## src/aux_serial_pkg.sv

```systemverilog
// Constants, register map and state type for the side-channel serial port.
// Assumes a single 10 MHz APB clock; the frame length and divider limits below are derived from it.
package aux_serial_pkg;

  // ----------------------------------------------------------------
  // Clock and timing
  // ----------------------------------------------------------------
  localparam int unsigned PCLK_KHZ = 10000;
  localparam int unsigned FRAME_US = 136;
  localparam int unsigned FRAME_CYCLES = FRAME_US * PCLK_KHZ / 1000;
  localparam int unsigned BLOCK_FRAMES = 98;
  localparam int unsigned SYNC_FRAMES = 2;
  localparam int unsigned FSYNC_CYCLES = 8;
  localparam int unsigned TCLK_MAX_KHZ = 4200;
  localparam int unsigned TCLK_MIN_KHZ = 1050;
  localparam int unsigned DIV_MIN = (PCLK_KHZ + 2 * TCLK_MAX_KHZ - 1) / (2 * TCLK_MAX_KHZ);
  localparam int unsigned DIV_MAX = PCLK_KHZ / (2 * TCLK_MIN_KHZ);
  localparam int unsigned UNIT_BITS = 16;
  localparam int unsigned SUB_BITS = 8;
  localparam int unsigned GROUPS = 3;

  // ----------------------------------------------------------------
  // Register map (byte offsets) and fields
  // ----------------------------------------------------------------
  localparam logic [7:0] CTRL_OFF = 8'h00;
  localparam logic [7:0] DIV_OFF = 8'h04;
  localparam logic [7:0] STAT_OFF = 8'h08;
  localparam int unsigned CTRL_EN = 0;
  localparam int unsigned CTRL_TEXT = 1;
  localparam int unsigned CTRL_DEVCLK = 2;
  localparam int unsigned CTRL_IDLEHI = 3;
  localparam int unsigned CTRL_GRP_LSB = 4;
  localparam int unsigned CTRL_SPD_LSB = 6;
  localparam logic [7:0] CTRL_RESET = 8'h00;
  localparam logic [2:0] DIV_RESET = 3'h4;
  localparam int unsigned STAT_BUSY = 0;
  localparam int unsigned STAT_BSYNC = 1;
  localparam int unsigned STAT_FSYNC = 2;
  localparam int unsigned STAT_FIDX_LSB = 8;
  localparam int unsigned STAT_UNITS_LSB = 16;

  // ----------------------------------------------------------------
  // Text engine states
  // ----------------------------------------------------------------
  typedef enum logic [1:0] {
    ST_IDLE = 2'b00,
    ST_HOST = 2'b01,
    ST_DEV_HI = 2'b10,
    ST_DEV_LO = 2'b11
  } text_state_t;

endpackage

```

## src/aux_text_subcode_serial_out.sv

```systemverilog
// Side-channel serial port: subcode stream or text stream, one at a time.
// Assumes an APB master on pclk, pins arriving asynchronously, and an upstream
// text word source on pclk using a valid/ready pulse handshake.
`timescale 1ns/1ns
`default_nettype none
module aux_text_subcode_serial_out
  import aux_serial_pkg::*;
(
  input wire logic pclk,
  input wire logic presetn,
  input wire logic [7:0] paddr,
  input wire logic psel,
  input wire logic penable,
  input wire logic pwrite,
  input wire logic [31:0] pwdata,
  output logic [31:0] prdata,
  output logic pready,
  output logic pslverr,
  input wire logic [SUB_BITS-1:0] sub_symbol_in,
  input wire logic [UNIT_BITS-1:0] text_word_in,
  input wire logic text_word_valid,
  output logic text_word_ready,
  output logic block_sync_out,
  output logic frame_sync_out,
  output logic side_serial_out,
  input wire logic side_read_clock_in,
  input wire logic [GROUPS-1:0] text_request_in,
  input wire logic [GROUPS-1:0] text_clock_in,
  output logic [GROUPS-1:0] text_clock_out,
  output logic [GROUPS-1:0] text_clock_oe,
  output logic [GROUPS-1:0] text_serial_out,
  output logic [GROUPS-1:0] text_serial_oe
);

  // ----------------------------------------------------------------
  // Pin synchronisers
  // ----------------------------------------------------------------
  logic [GROUPS-1:0] req_meta, req_sync, tck_meta, tck_sync, tck_prev;
  logic side_read_clock_in_meta, side_read_clock_in_sync, side_read_clock_in_prev;

  // Two flops on every pin; edge detection only looks at the second stage
  always_ff @(posedge pclk or negedge presetn) begin
    if (!presetn) begin
      req_meta <= '0;
      req_sync <= '0;
      tck_meta <= '0;
      tck_sync <= '0;
      tck_prev <= '0;
      side_read_clock_in_meta <= 1'b0;
      side_read_clock_in_sync <= 1'b0;
      side_read_clock_in_prev <= 1'b0;
    end else begin
      req_meta <= text_request_in;
      req_sync <= req_meta;
      tck_meta <= text_clock_in;
      tck_sync <= tck_meta;
      tck_prev <= tck_sync;
      side_read_clock_in_meta <= side_read_clock_in;
      side_read_clock_in_sync <= side_read_clock_in_meta;
      side_read_clock_in_prev <= side_read_clock_in_sync;
    end
  end

  // ----------------------------------------------------------------
  // APB register file
  // ----------------------------------------------------------------
  logic [7:0] ctrl, next_ctrl;
  logic [2:0] div_half, next_div;
  logic [31:0] next_prdata;
  logic next_pready, next_pslverr;
  logic [15:0] units, next_units;
  text_state_t state, next_state;
  logic [6:0] fidx, next_fidx;

  // Register index from address; 3 means unmapped
  function automatic logic [1:0] reg_sel(input logic [7:0] a);
    if (a == CTRL_OFF) begin
      return 2'h0;
    end else if (a == DIV_OFF) begin
      return 2'h1;
    end else if (a == STAT_OFF) begin
      return 2'h2;
    end else begin
      return 2'h3;
    end
  endfunction

  wire logic enable = ctrl[CTRL_EN];
  wire logic text_on = enable & ctrl[CTRL_TEXT];
  wire logic sub_on = enable & ~ctrl[CTRL_TEXT];
  wire logic dev_clk = ctrl[CTRL_DEVCLK];
  wire logic idle_hi = ctrl[CTRL_IDLEHI];
  wire logic [1:0] grp = ctrl[CTRL_GRP_LSB +: 2];
  wire logic [1:0] speed = ctrl[CTRL_SPD_LSB +: 2];

  // Read data is prepared in setup, so every access ends in its first cycle
  always_comb begin
    next_ctrl = ctrl;
    next_div = div_half;
    next_pready = psel & ~penable;
    next_prdata = 32'h0000_0000;
    next_pslverr = 1'b0;
    if (psel && !penable) begin
      if (reg_sel(paddr) == 2'h0) begin
        next_prdata = {24'h00_0000, ctrl};
      end else if (reg_sel(paddr) == 2'h1) begin
        next_prdata = {29'h0000_0000, div_half};
      end else if (reg_sel(paddr) == 2'h2) begin
        next_prdata = {units, 1'b0, fidx, 5'h00, frame_sync_out, block_sync_out,
                       state != ST_IDLE};
      end else begin
        next_pslverr = 1'b1;
      end
    end
    if (psel && penable && pready && pwrite) begin
      if (reg_sel(paddr) == 2'h0) begin
        next_ctrl = pwdata[7:0];
        // Only three pin groups and three speeds exist
        if (pwdata[CTRL_GRP_LSB +: 2] == 2'h3) next_ctrl[CTRL_GRP_LSB +: 2] = 2'h0;
        if (pwdata[CTRL_SPD_LSB +: 2] == 2'h3) next_ctrl[CTRL_SPD_LSB +: 2] = 2'h2;
      end else if (reg_sel(paddr) == 2'h1) begin
        // Clamp keeps the generated clock inside its legal band
        if (pwdata[31:0] < DIV_MIN) begin
          next_div = 3'(DIV_MIN);
        end else if (pwdata[31:0] > DIV_MAX) begin
          next_div = 3'(DIV_MAX);
        end else begin
          next_div = pwdata[2:0];
        end
      end
    end
  end

  always_ff @(posedge pclk or negedge presetn) begin
    if (!presetn) begin
      ctrl <= CTRL_RESET;
      div_half <= DIV_RESET;
      prdata <= 32'h0000_0000;
      pready <= 1'b0;
      pslverr <= 1'b0;
    end else begin
      ctrl <= next_ctrl;
      div_half <= next_div;
      prdata <= next_prdata;
      pready <= next_pready;
      pslverr <= next_pslverr;
    end
  end

  // ----------------------------------------------------------------
  // Subcode stream
  // ----------------------------------------------------------------
  logic [10:0] fcnt, next_fcnt;
  logic [SUB_BITS-1:0] sshr, next_sshr;
  logic next_fsync, next_bsync, next_sout;
  wire logic [10:0] frame_len = 11'(FRAME_CYCLES) >> speed;
  wire logic side_read_clock_in_rise = side_read_clock_in_sync & ~side_read_clock_in_prev;

  // Frame timer drives both syncs; a symbol is captured at each frame start
  always_comb begin
    // Parked on the last cycle of the last frame, so enabling opens a whole frame
    next_fcnt = frame_len - 11'h001;
    next_fidx = 7'(BLOCK_FRAMES - 1);
    next_sshr = sshr;
    next_sout = side_serial_out;
    if (sub_on) begin
      // At or past the end also covers a speed step that shortens the frame
      if (fcnt >= frame_len - 11'h001) begin
        next_fcnt = 11'h000;
        next_fidx = (fidx == 7'(BLOCK_FRAMES - 1)) ? 7'h00 : fidx + 7'h01;
        next_sshr = sub_symbol_in;
      end else begin
        next_fcnt = fcnt + 11'h001;
        next_fidx = fidx;
        if (side_read_clock_in_rise) begin
          next_sout = sshr[SUB_BITS-1];
          next_sshr = {sshr[SUB_BITS-2:0], 1'b0};
        end
      end
    end else begin
      next_sout = 1'b0;
    end
    next_fsync = sub_on & (next_fcnt < 11'(FSYNC_CYCLES));
    next_bsync = sub_on & (next_fidx < 7'(SYNC_FRAMES));
  end

  always_ff @(posedge pclk or negedge presetn) begin
    if (!presetn) begin
      fcnt <= 11'h000;
      fidx <= 7'h00;
      sshr <= '0;
      side_serial_out <= 1'b0;
      frame_sync_out <= 1'b0;
      block_sync_out <= 1'b0;
    end else begin
      fcnt <= next_fcnt;
      fidx <= next_fidx;
      sshr <= next_sshr;
      side_serial_out <= next_sout;
      frame_sync_out <= next_fsync;
      block_sync_out <= next_bsync;
    end
  end

  // ----------------------------------------------------------------
  // Text stream engine
  // ----------------------------------------------------------------
  logic [UNIT_BITS-1:0] shreg, next_shreg;
  logic [4:0] bitcnt, next_bitcnt;
  logic [2:0] dcnt, next_dcnt;
  logic tclk, next_tclk, tdata, next_tdata, next_ready;
  logic [GROUPS-1:0] next_ck_out, next_ck_oe, next_d_out, next_d_oe;
  wire logic req = req_sync[grp];
  wire logic hin = tck_sync[grp];
  wire logic hprev = tck_prev[grp];
  // Data changes on the edge away from the idle level
  wire logic host_change = idle_hi ? (hprev & ~hin) : (~hprev & hin);
  wire logic unit_edge = (bitcnt == 5'h00) || (bitcnt == 5'(UNIT_BITS));

  // Load, shift or close one unit; loading pulses the word source ready
  always_comb begin
    next_state = state;
    next_shreg = shreg;
    next_bitcnt = bitcnt;
    next_dcnt = dcnt;
    next_tclk = tclk;
    next_tdata = tdata;
    next_ready = 1'b0;
    next_units = units;
    case (state)
      ST_IDLE: begin
        next_tclk = 1'b0;
        next_tdata = 1'b0;
        next_bitcnt = 5'h00;
        if (text_on && req) begin
          if (!dev_clk) begin
            next_state = ST_HOST;
          end else if (text_word_valid) begin
            next_state = ST_DEV_HI;
            next_tclk = 1'b1;
            next_tdata = text_word_in[UNIT_BITS-1];
            next_shreg = {text_word_in[UNIT_BITS-2:0], 1'b0};
            next_bitcnt = 5'h01;
            next_dcnt = 3'h0;
            next_ready = 1'b1;
            next_units = units + 16'h0001;
          end
        end
      end
      ST_HOST: begin
        if (unit_edge && !req) begin
          next_state = ST_IDLE;
          next_tdata = 1'b0;
        end else if (host_change) begin
          if (unit_edge) begin
            if (text_word_valid) begin
              next_tdata = text_word_in[UNIT_BITS-1];
              next_shreg = {text_word_in[UNIT_BITS-2:0], 1'b0};
              next_bitcnt = 5'h01;
              next_ready = 1'b1;
              next_units = units + 16'h0001;
            end else begin
              next_tdata = 1'b0;
              next_bitcnt = 5'h00;
            end
          end else begin
            next_tdata = shreg[UNIT_BITS-1];
            next_shreg = {shreg[UNIT_BITS-2:0], 1'b0};
            next_bitcnt = bitcnt + 5'h01;
          end
        end
      end
      ST_DEV_HI: begin
        next_dcnt = dcnt + 3'h1;
        if (dcnt == div_half - 3'h1) begin
          next_dcnt = 3'h0;
          next_tclk = 1'b0;
          next_state = ST_DEV_LO;
          if (bitcnt == 5'(UNIT_BITS)) begin
            if (req && text_word_valid) begin
              next_tdata = text_word_in[UNIT_BITS-1];
              next_shreg = {text_word_in[UNIT_BITS-2:0], 1'b0};
              next_bitcnt = 5'h01;
              next_ready = 1'b1;
              next_units = units + 16'h0001;
            end else begin
              next_state = ST_IDLE;
              next_tdata = 1'b0;
            end
          end else begin
            next_tdata = shreg[UNIT_BITS-1];
            next_shreg = {shreg[UNIT_BITS-2:0], 1'b0};
            next_bitcnt = bitcnt + 5'h01;
          end
        end
      end
      ST_DEV_LO: begin
        next_dcnt = dcnt + 3'h1;
        if (dcnt == div_half - 3'h1) begin
          next_dcnt = 3'h0;
          next_tclk = 1'b1;
          next_state = ST_DEV_HI;
        end
      end
      default: next_state = ST_IDLE;
    endcase
    // Leaving text mode aborts at once; the host sees the pins released
    if (!text_on) begin
      next_state = ST_IDLE;
      next_tclk = 1'b0;
      next_tdata = 1'b0;
      next_bitcnt = 5'h00;
    end
    next_ck_out = '0;
    next_ck_oe = '0;
    next_d_out = '0;
    next_d_oe = '0;
    next_ck_out[grp] = next_tclk;
    next_ck_oe[grp] = text_on & dev_clk;
    next_d_out[grp] = next_tdata;
    next_d_oe[grp] = text_on;
  end

  always_ff @(posedge pclk or negedge presetn) begin
    if (!presetn) begin
      state <= ST_IDLE;
      shreg <= '0;
      bitcnt <= 5'h00;
      dcnt <= 3'h0;
      tclk <= 1'b0;
      tdata <= 1'b0;
      units <= 16'h0000;
      text_word_ready <= 1'b0;
      text_clock_out <= '0;
      text_clock_oe <= '0;
      text_serial_out <= '0;
      text_serial_oe <= '0;
    end else begin
      state <= next_state;
      shreg <= next_shreg;
      bitcnt <= next_bitcnt;
      dcnt <= next_dcnt;
      tclk <= next_tclk;
      tdata <= next_tdata;
      units <= next_units;
      text_word_ready <= next_ready;
      text_clock_out <= next_ck_out;
      text_clock_oe <= next_ck_oe;
      text_serial_out <= next_d_out;
      text_serial_oe <= next_d_oe;
    end
  end

  logic fs_prev;
  logic [10:0] fs_gap;
  logic fs_armed;
  logic [1:0] bs_frames;
  logic [2:0] hi_len;
  always_ff @(posedge pclk or negedge presetn) begin
    if (!presetn) begin
      fs_prev <= 1'b0;
      fs_gap <= 11'h000;
      fs_armed <= 1'b0;
      bs_frames <= 2'h0;
      hi_len <= 3'h0;
    end else begin
      fs_prev <= frame_sync_out;
      if (!sub_on || next_ctrl != ctrl) begin
        fs_gap <= 11'h000;
        fs_armed <= 1'b0;
      end else if (frame_sync_out && !fs_prev) begin
        fs_gap <= 11'h001;
        fs_armed <= 1'b1;
      end else begin
        fs_gap <= fs_gap + 11'h001;
      end
      if (block_sync_out && !fs_prev && frame_sync_out) bs_frames <= bs_frames + 2'h1;
      else if (!block_sync_out) bs_frames <= 2'h0;
      hi_len <= (state == ST_DEV_HI) ? hi_len + 3'h1 : 3'h0;
    end
  end
endmodule
`default_nettype wire

```

## config.mk

```make
export PLATFORM = sky130hd
export DESIGN_NAME = aux_text_subcode_serial_out
export DESIGN_NICKNAME = d
export VERILOG_FILES = /design/src/aux_serial_pkg.sv /design/src/aux_text_subcode_serial_out.sv
export SDC_FILE = /design/constraint.sdc
export NUM_CORES = 1
export LEC_CHECK = 0
export BUFFER_PORTS_ARGS = -buffer_cell sky130_fd_sc_hd__buf_4
export CAP_MARGIN = 30
export CORE_MARGIN = 2
export CORE_UTILIZATION = 60
export DETAILED_ROUTE_END_ITERATION = 7
export PLACE_DENSITY = 0.82
export SKIP_CTS_REPAIR_TIMING = 1
export SYNTH_ARGS = -nofsm -noshare
export SYNTH_HDL_FRONTEND = slang
export SYNTH_SLANG_ARGS = --single-unit
export TNS_END_PERCENT = 100
```

## constraint.sdc

```tcl
create_clock -name pclk -period 4.41 [get_ports pclk]
set_clock_uncertainty 0.05 [all_clocks]
set_input_delay 0.6615 -clock pclk [delete_from_list [all_inputs] [get_ports pclk]]
set_output_delay 0.6615 -clock pclk [all_outputs]
set_load 0.1 [all_outputs]
```

* Word level (Yosys, flattened, before mapping)
Index checks and enable logic that the tools add are counted.
Widths: inputs -> output; s select.
** Word-level totals
- Bits in registers :: 149
- Input port bits :: 77
- Output and inout port bits :: 50
** Cells by class
- Add/sub/neg operators :: 7
- Order comparisons :: 7
- Equality and inequality tests :: 34
- Shift operators :: 1
- Muxes and demuxes :: 114
- Bitwise operators :: 19
- Reduce and logical (&&, ||, !) cells :: 30
** Operator list (number)
- $mux 16 :: 18
- $mux 32 :: 4
- $pmux 16 s3 :: 2
- $mux 2 :: 22
- $mux 1 :: 38
- $mux 5 :: 7
- $gt 32x3->1 const B :: 1
- $lt 32x2->1 const B :: 1
- $mux 11 :: 2
- $mux 7 :: 3
- $ne 3x3->1 const B :: 7
- $ne 2x2->1 const B :: 10
- $mux 3 :: 6
- $add 16x1->16 const B :: 1
- $mux 8 :: 2
- $pmux 5 s3 :: 1
- $and 3x3->3 :: 4
- $add 11x1->11 const B :: 1
- $ge 11x11->1 :: 1
- $lt 11x4->1 const B :: 1
- $shr 11x2->11 const A :: 1
- $sub 11x1->11 const B :: 1
- $eq 2x2->1 const B :: 5
- $reduce_and 5->1 :: 2
- 37 further kinds :: 71

* Logic depth before layout (Yosys ltp)
- Depth after elaboration :: 17
- Gate-level depth with buffers :: 14
- Gate-level depth less buffers :: 12

* Worst setup path after synthesis
No wires, ideal clock.
- Path type :: reg2reg
- Start point :: register ctrl[6]
- End point :: register fidx[0]
- Setup time :: 0.134 ns
- Arrival :: 2.745 ns
- Required time :: 4.226 ns
- Slack :: 1.482 ns
- Cell stages (with the launch flop) :: 15
- Path buffers :: 2
- Cell sequence :: dfrtp_1 > inv_1 > ha_1 > nor2_1 > a21boi_0 > a21o_1 > ha_1 > a41o_1 > a21oi_1 > o2111a_1 > buf_2 > buf_1 > nor3_1 > a21oi_1 > nand2_1
** On the way
- Word-level cells in the longest chain between the ends :: 5
** Ends and longest elaborated chain
- from (decl) :: RTL line aux_text_subcode_serial_out.sv:67 : logic [7:0] ctrl, next_ctrl;
- from (signal assigned) :: RTL line aux_text_subcode_serial_out.sv:142 : ctrl <= next_ctrl;
- $shr 11x2->11 :: RTL line aux_text_subcode_serial_out.sv:156 : wire logic [10:0] frame_len = 11'(FRAME_CYCLES) >> speed;
- $sub 11x1->11 :: RTL line aux_text_subcode_serial_out.sv:168 : if (fcnt >= frame_len - 11'h001) begin
- $ge 11x11->1 :: RTL line aux_text_subcode_serial_out.sv:168
- $mux 7 :: RTL line aux_text_subcode_serial_out.sv:168
- $mux 7 :: RTL line aux_text_subcode_serial_out.sv:166 : if (sub_on) begin
- to (signal assigned) :: RTL line aux_text_subcode_serial_out.sv:197 : fidx <= next_fidx;
- to (decl) :: RTL line aux_text_subcode_serial_out.sv:73 : logic [6:0] fidx, next_fidx;
No other way between the ends.
A chain may end at the register's enable or synchronous reset.

* Worst setup path after layout
- Start point :: register ctrl[6]
- End point :: register block_sync_out
** On the way
- Word-level cells in the longest chain between the ends :: 7
** Ends and longest elaborated chain
- $shr 11x2->11 :: RTL line aux_text_subcode_serial_out.sv:156
- $sub 11x1->11 :: RTL line aux_text_subcode_serial_out.sv:168
- $ge 11x11->1 :: RTL line aux_text_subcode_serial_out.sv:168
- $mux 7 :: RTL line aux_text_subcode_serial_out.sv:168
- $mux 7 :: RTL line aux_text_subcode_serial_out.sv:166
- $lt 7x2->1 :: RTL line aux_text_subcode_serial_out.sv:184 : next_bsync = sub_on & (next_fidx < 7'(SYNC_FRAMES));
- $and 1x1->1 :: RTL line aux_text_subcode_serial_out.sv:184
- net next_bsync :: RTL line aux_text_subcode_serial_out.sv:155 : logic next_fsync, next_bsync, next_sout;
- to (signal assigned) :: RTL line aux_text_subcode_serial_out.sv:201 : block_sync_out <= next_bsync;
- to (decl) :: RTL line aux_text_subcode_serial_out.sv:23 : output logic block_sync_out,
The timed path passes the listed nets, and every way through them passes these cells.

==> results.py <==
metrics = {
    "global_routing": {
        "antenna_found_initial": 0,
        "grt_pass1_wl_mm": 28.1,
        "grt_pass1_vias": 5878,
        "gr-total-overflow": 0,
        "grt_max_degree": 96,
        "track_usage": 0.274,
    },
    "synthesis": {
        "synth_edf_count": 0,
        "synthFlopType": "dfrtp_1",
        "synth_cells": 674,
        "ys_ff_latch": 148,
        "async_reset_ff_frac": 1.00,
        "ys.warnings.count": 0,
        "synth.most_common_cell": "dfrtp_1",
        "syn_area_per_cell_um2": 10.8,
        "synth_area_leaders": "dfrtp_1 (51%), ha_1 (4.8%), a21oi_1 (2.6%), and2_1 (2.3%), xnor2_1 (2.2%)",
        "synth_area_um2": 7260,
        "synthesis.nets": 779,
        "synth.top_cells.by_count": "dfrtp_1 (147), nor2_1 (41), a21oi_1 (38), nand2_1 (38), o21ai_0 (31)",
        "synthDominantCellAreaShare": 0.507,
        "synth_cell_types": 78,
        "seq_area_frac_synth": 0.511,
        "netlist.top_cell.by_area": "dfrtp_1",
    },
    "sta": {
        "setup_slack_ps": 649,
        "fin_crit_sh": 0.853,
        "tns_ps": 0,
        "max_freq_mhz": 266,
        "rsz0062_at_grt": "no",
        "slew_headroom": 0.416,
        "slew_violations": 0,
        "min_period_ps": 3760,
        "worstMarginPinSlew_ps": 865,
        "finalSetupViolCount": 0,
        "finalHoldViolCount": 0,
        "timing.hold.ws_ps": 72.5,
    },
    "power_and_ir_drop": {
        "ir_drop_v": 0.000249,
        "powerDensity_nw_per_um2": 329,
        "switchingPower_uw": 655,
        "p_sw_frac": 0.225,
        "power.share.combinational": 0.061,
        "clkPwrFrac": 0.464,
        "p_leak_nw": 4.06,
        "power_frac_seq": 0.475,
        "intPower_mw": 2.25,
        "p_total_mw": 2.91,
    },
    "clock_network": {
        "insertion_delay_ps": 430,
        "cts_buffers": 17,
        "path_clk_slew_ps": 60,
        "tritoncts": "built",
        "clock_sinks": 148,
        "htree_levels": 4,
        "clock_path_buffers": 2,
        "clk_root_buffer_cell": "clkbuf_16",
    },
    "floorplan": {
        "initial_utilization": 0.609,
        "die_height_um": 114,
        "die_w_um": 114,
        "io_pins": 127,
        "core_um2": 11900,
        "fp.dieArea_um2": 13000,
        "rows": 40,
    },
    "worst_setup_path": {
        "end_kind": "register",
        "crit_arrival_ps": 4010,
        "path_max_fanout": 21,
        "critPathKind": "reg2reg",
        "worstPathRequired_ps": 4660,
        "start_kind": "register",
    },
    "placement": {
        "dpl_worst_slack_ps": 735,
        "dp_cells": 922,
        "portBuffers": 125,
        "place_area_um2": 8290,
        "routabilityCongestion": 0.905,
        "hpwl_mm": 11.8,
    },
    "finish": {
        "fin_cells": 954,
        "drive_gt1_frac": 0.235,
        "nNetsFinal": 899,
        "n_antenna_cell": 0,
        "fin_util": 0.742,
        "fin_area_um2": 8840,
        "areaGrowthSynthToFinish_pct": 21.8,
    },
    "route": {
        "vias": 5759,
        "routed_wirelength_mm": 16.9,
        "firstDrtPassIters": 5,
        "via_per_inst": 6.04,
        "initialDrtViolationCount": 477,
        "drtAntennaViolNets": 0,
        "drc_errors": 0,
        "routedWlPerCell_um": 17.7,
    },
    "outcome": {
        "status": "finished, final reports clean",
    },
    "run": {
        "maxCapViolCount": 0,
    },
    "hold_path": {
        "min_path_type": "in2async",
    },
}
==> cell type report <==
class | instances | area, µm²
well taps | 147 | 184
multi-input cells | 466 | 3280
clock buffers | 24 | 472
clock inverters | 8 | 78.8
flip-flops and latches | 148 | 3700
repair buffers | 131 | 1010
inverters | 30 | 113
fillers | 855 | 3070
==> cells by family (layout without fill, tap and decap cells) <==
kind of cell             Yosys count  after routing  share of synthesized area
AO/OA/AOI/OAI                    170            170                      0.178
other                              1              1                   0.000517
buffers and inverters             60            193                     0.0388
multiplexers                       8              8                     0.0119
adder cells (fa/ha/maj)           28             28                     0.0483
flip-flops                       148            148                      0.511
XOR/XNOR                          30             30                     0.0381
AND/OR/NAND/NOR                  229            229                      0.174
==> placed cells by master, fill, tap and decap left out, types with 4 or more instances in the layout <==
cell and instances:
a21o_1 5, a21oi_1 38, a22o_1 16, a22oi_1 16, a31oi_1 5, and2_1 27
and3_1 13, buf_4 128, clkbuf_1 5, clkbuf_16 17, clkinvlp_4 4, dfrtp_1 147
ha_1 28, inv_1 30, mux2_2 5, nand2_1 38, nand2b_1 7, nand3_1 25
nand3b_1 5, nand4_1 19, nor2_1 41, nor3_1 14, nor4_1 8, o21ai_0 31
o22ai_1 9, o2bb2ai_1 6, o2bb2ai_2 10, o31ai_1 4, or4_1 5, xnor2_1 18
xor2_1 11
==> path summary, 6_finish.rpt <==
check                                    from                 endpoint  slack [ps]  cells after the start
setup / recovery                      ctrl[6]           block_sync_out         650                     12
min in group pclk          side_read_clock_in  side_read_clock_in_meta         290                      1
max in group asynchronous             presetn                prdata[1]        3170                      3
setup reg to reg                      ctrl[6]           block_sync_out         650                     12
hold reg to reg                   tck_meta[2]              tck_sync[2]         300                      0
hold / removal                        presetn         text_clock_oe[2]          70                      1
==> per-layer routing <==
layer | vias to the layer above | global-route usage | wire length [µm]
li1 | 2678 | - | -
met1 | 2835 | 0.348 | 7150
met2 | 207 | 0.452 | 8370
met3 | 39 | 0.0696 | 975
met4 | 0 | 0.107 | 365
met5 | - | 0 | 0
==> power groups by stage <==
stage | Sequential (mW) | Combinational (mW) | Clock [mW]
finish | 1.38 | 0.177 | 1.35
global route | 1.38 | 0.195 | 1.43
CTS | 1.38 | 0.178 | 1.37
detailed placement | 1.41 | 0.177 | 0
global placement | 1.41 | 0.168 | 0
floorplan | 1.41 | 0.0646 | 0
==> state kept, by name (all words and copies together) (netlist names), 5 cells and up <==
register / count
sshr: 8
shreg: 16
units: 16
fcnt: 11
bitcnt: 5
fidx: 7
prdata: 31
ctrl: 8
==> worst max-delay path: stages (launching register included) <==
cell and delay [ps]:
dfrtp_1 390, inv_1 120, ha_1 260, nor2_1 210, a21boi_0 410, a21o_1 150, ha_1 250, a41o_1 230
a21oi_1 170, o2111a_1 690, nor2_1 140, xor2_1 180, nor4b_1 360
No activity file was read; power rests on OpenSTA's default activity.
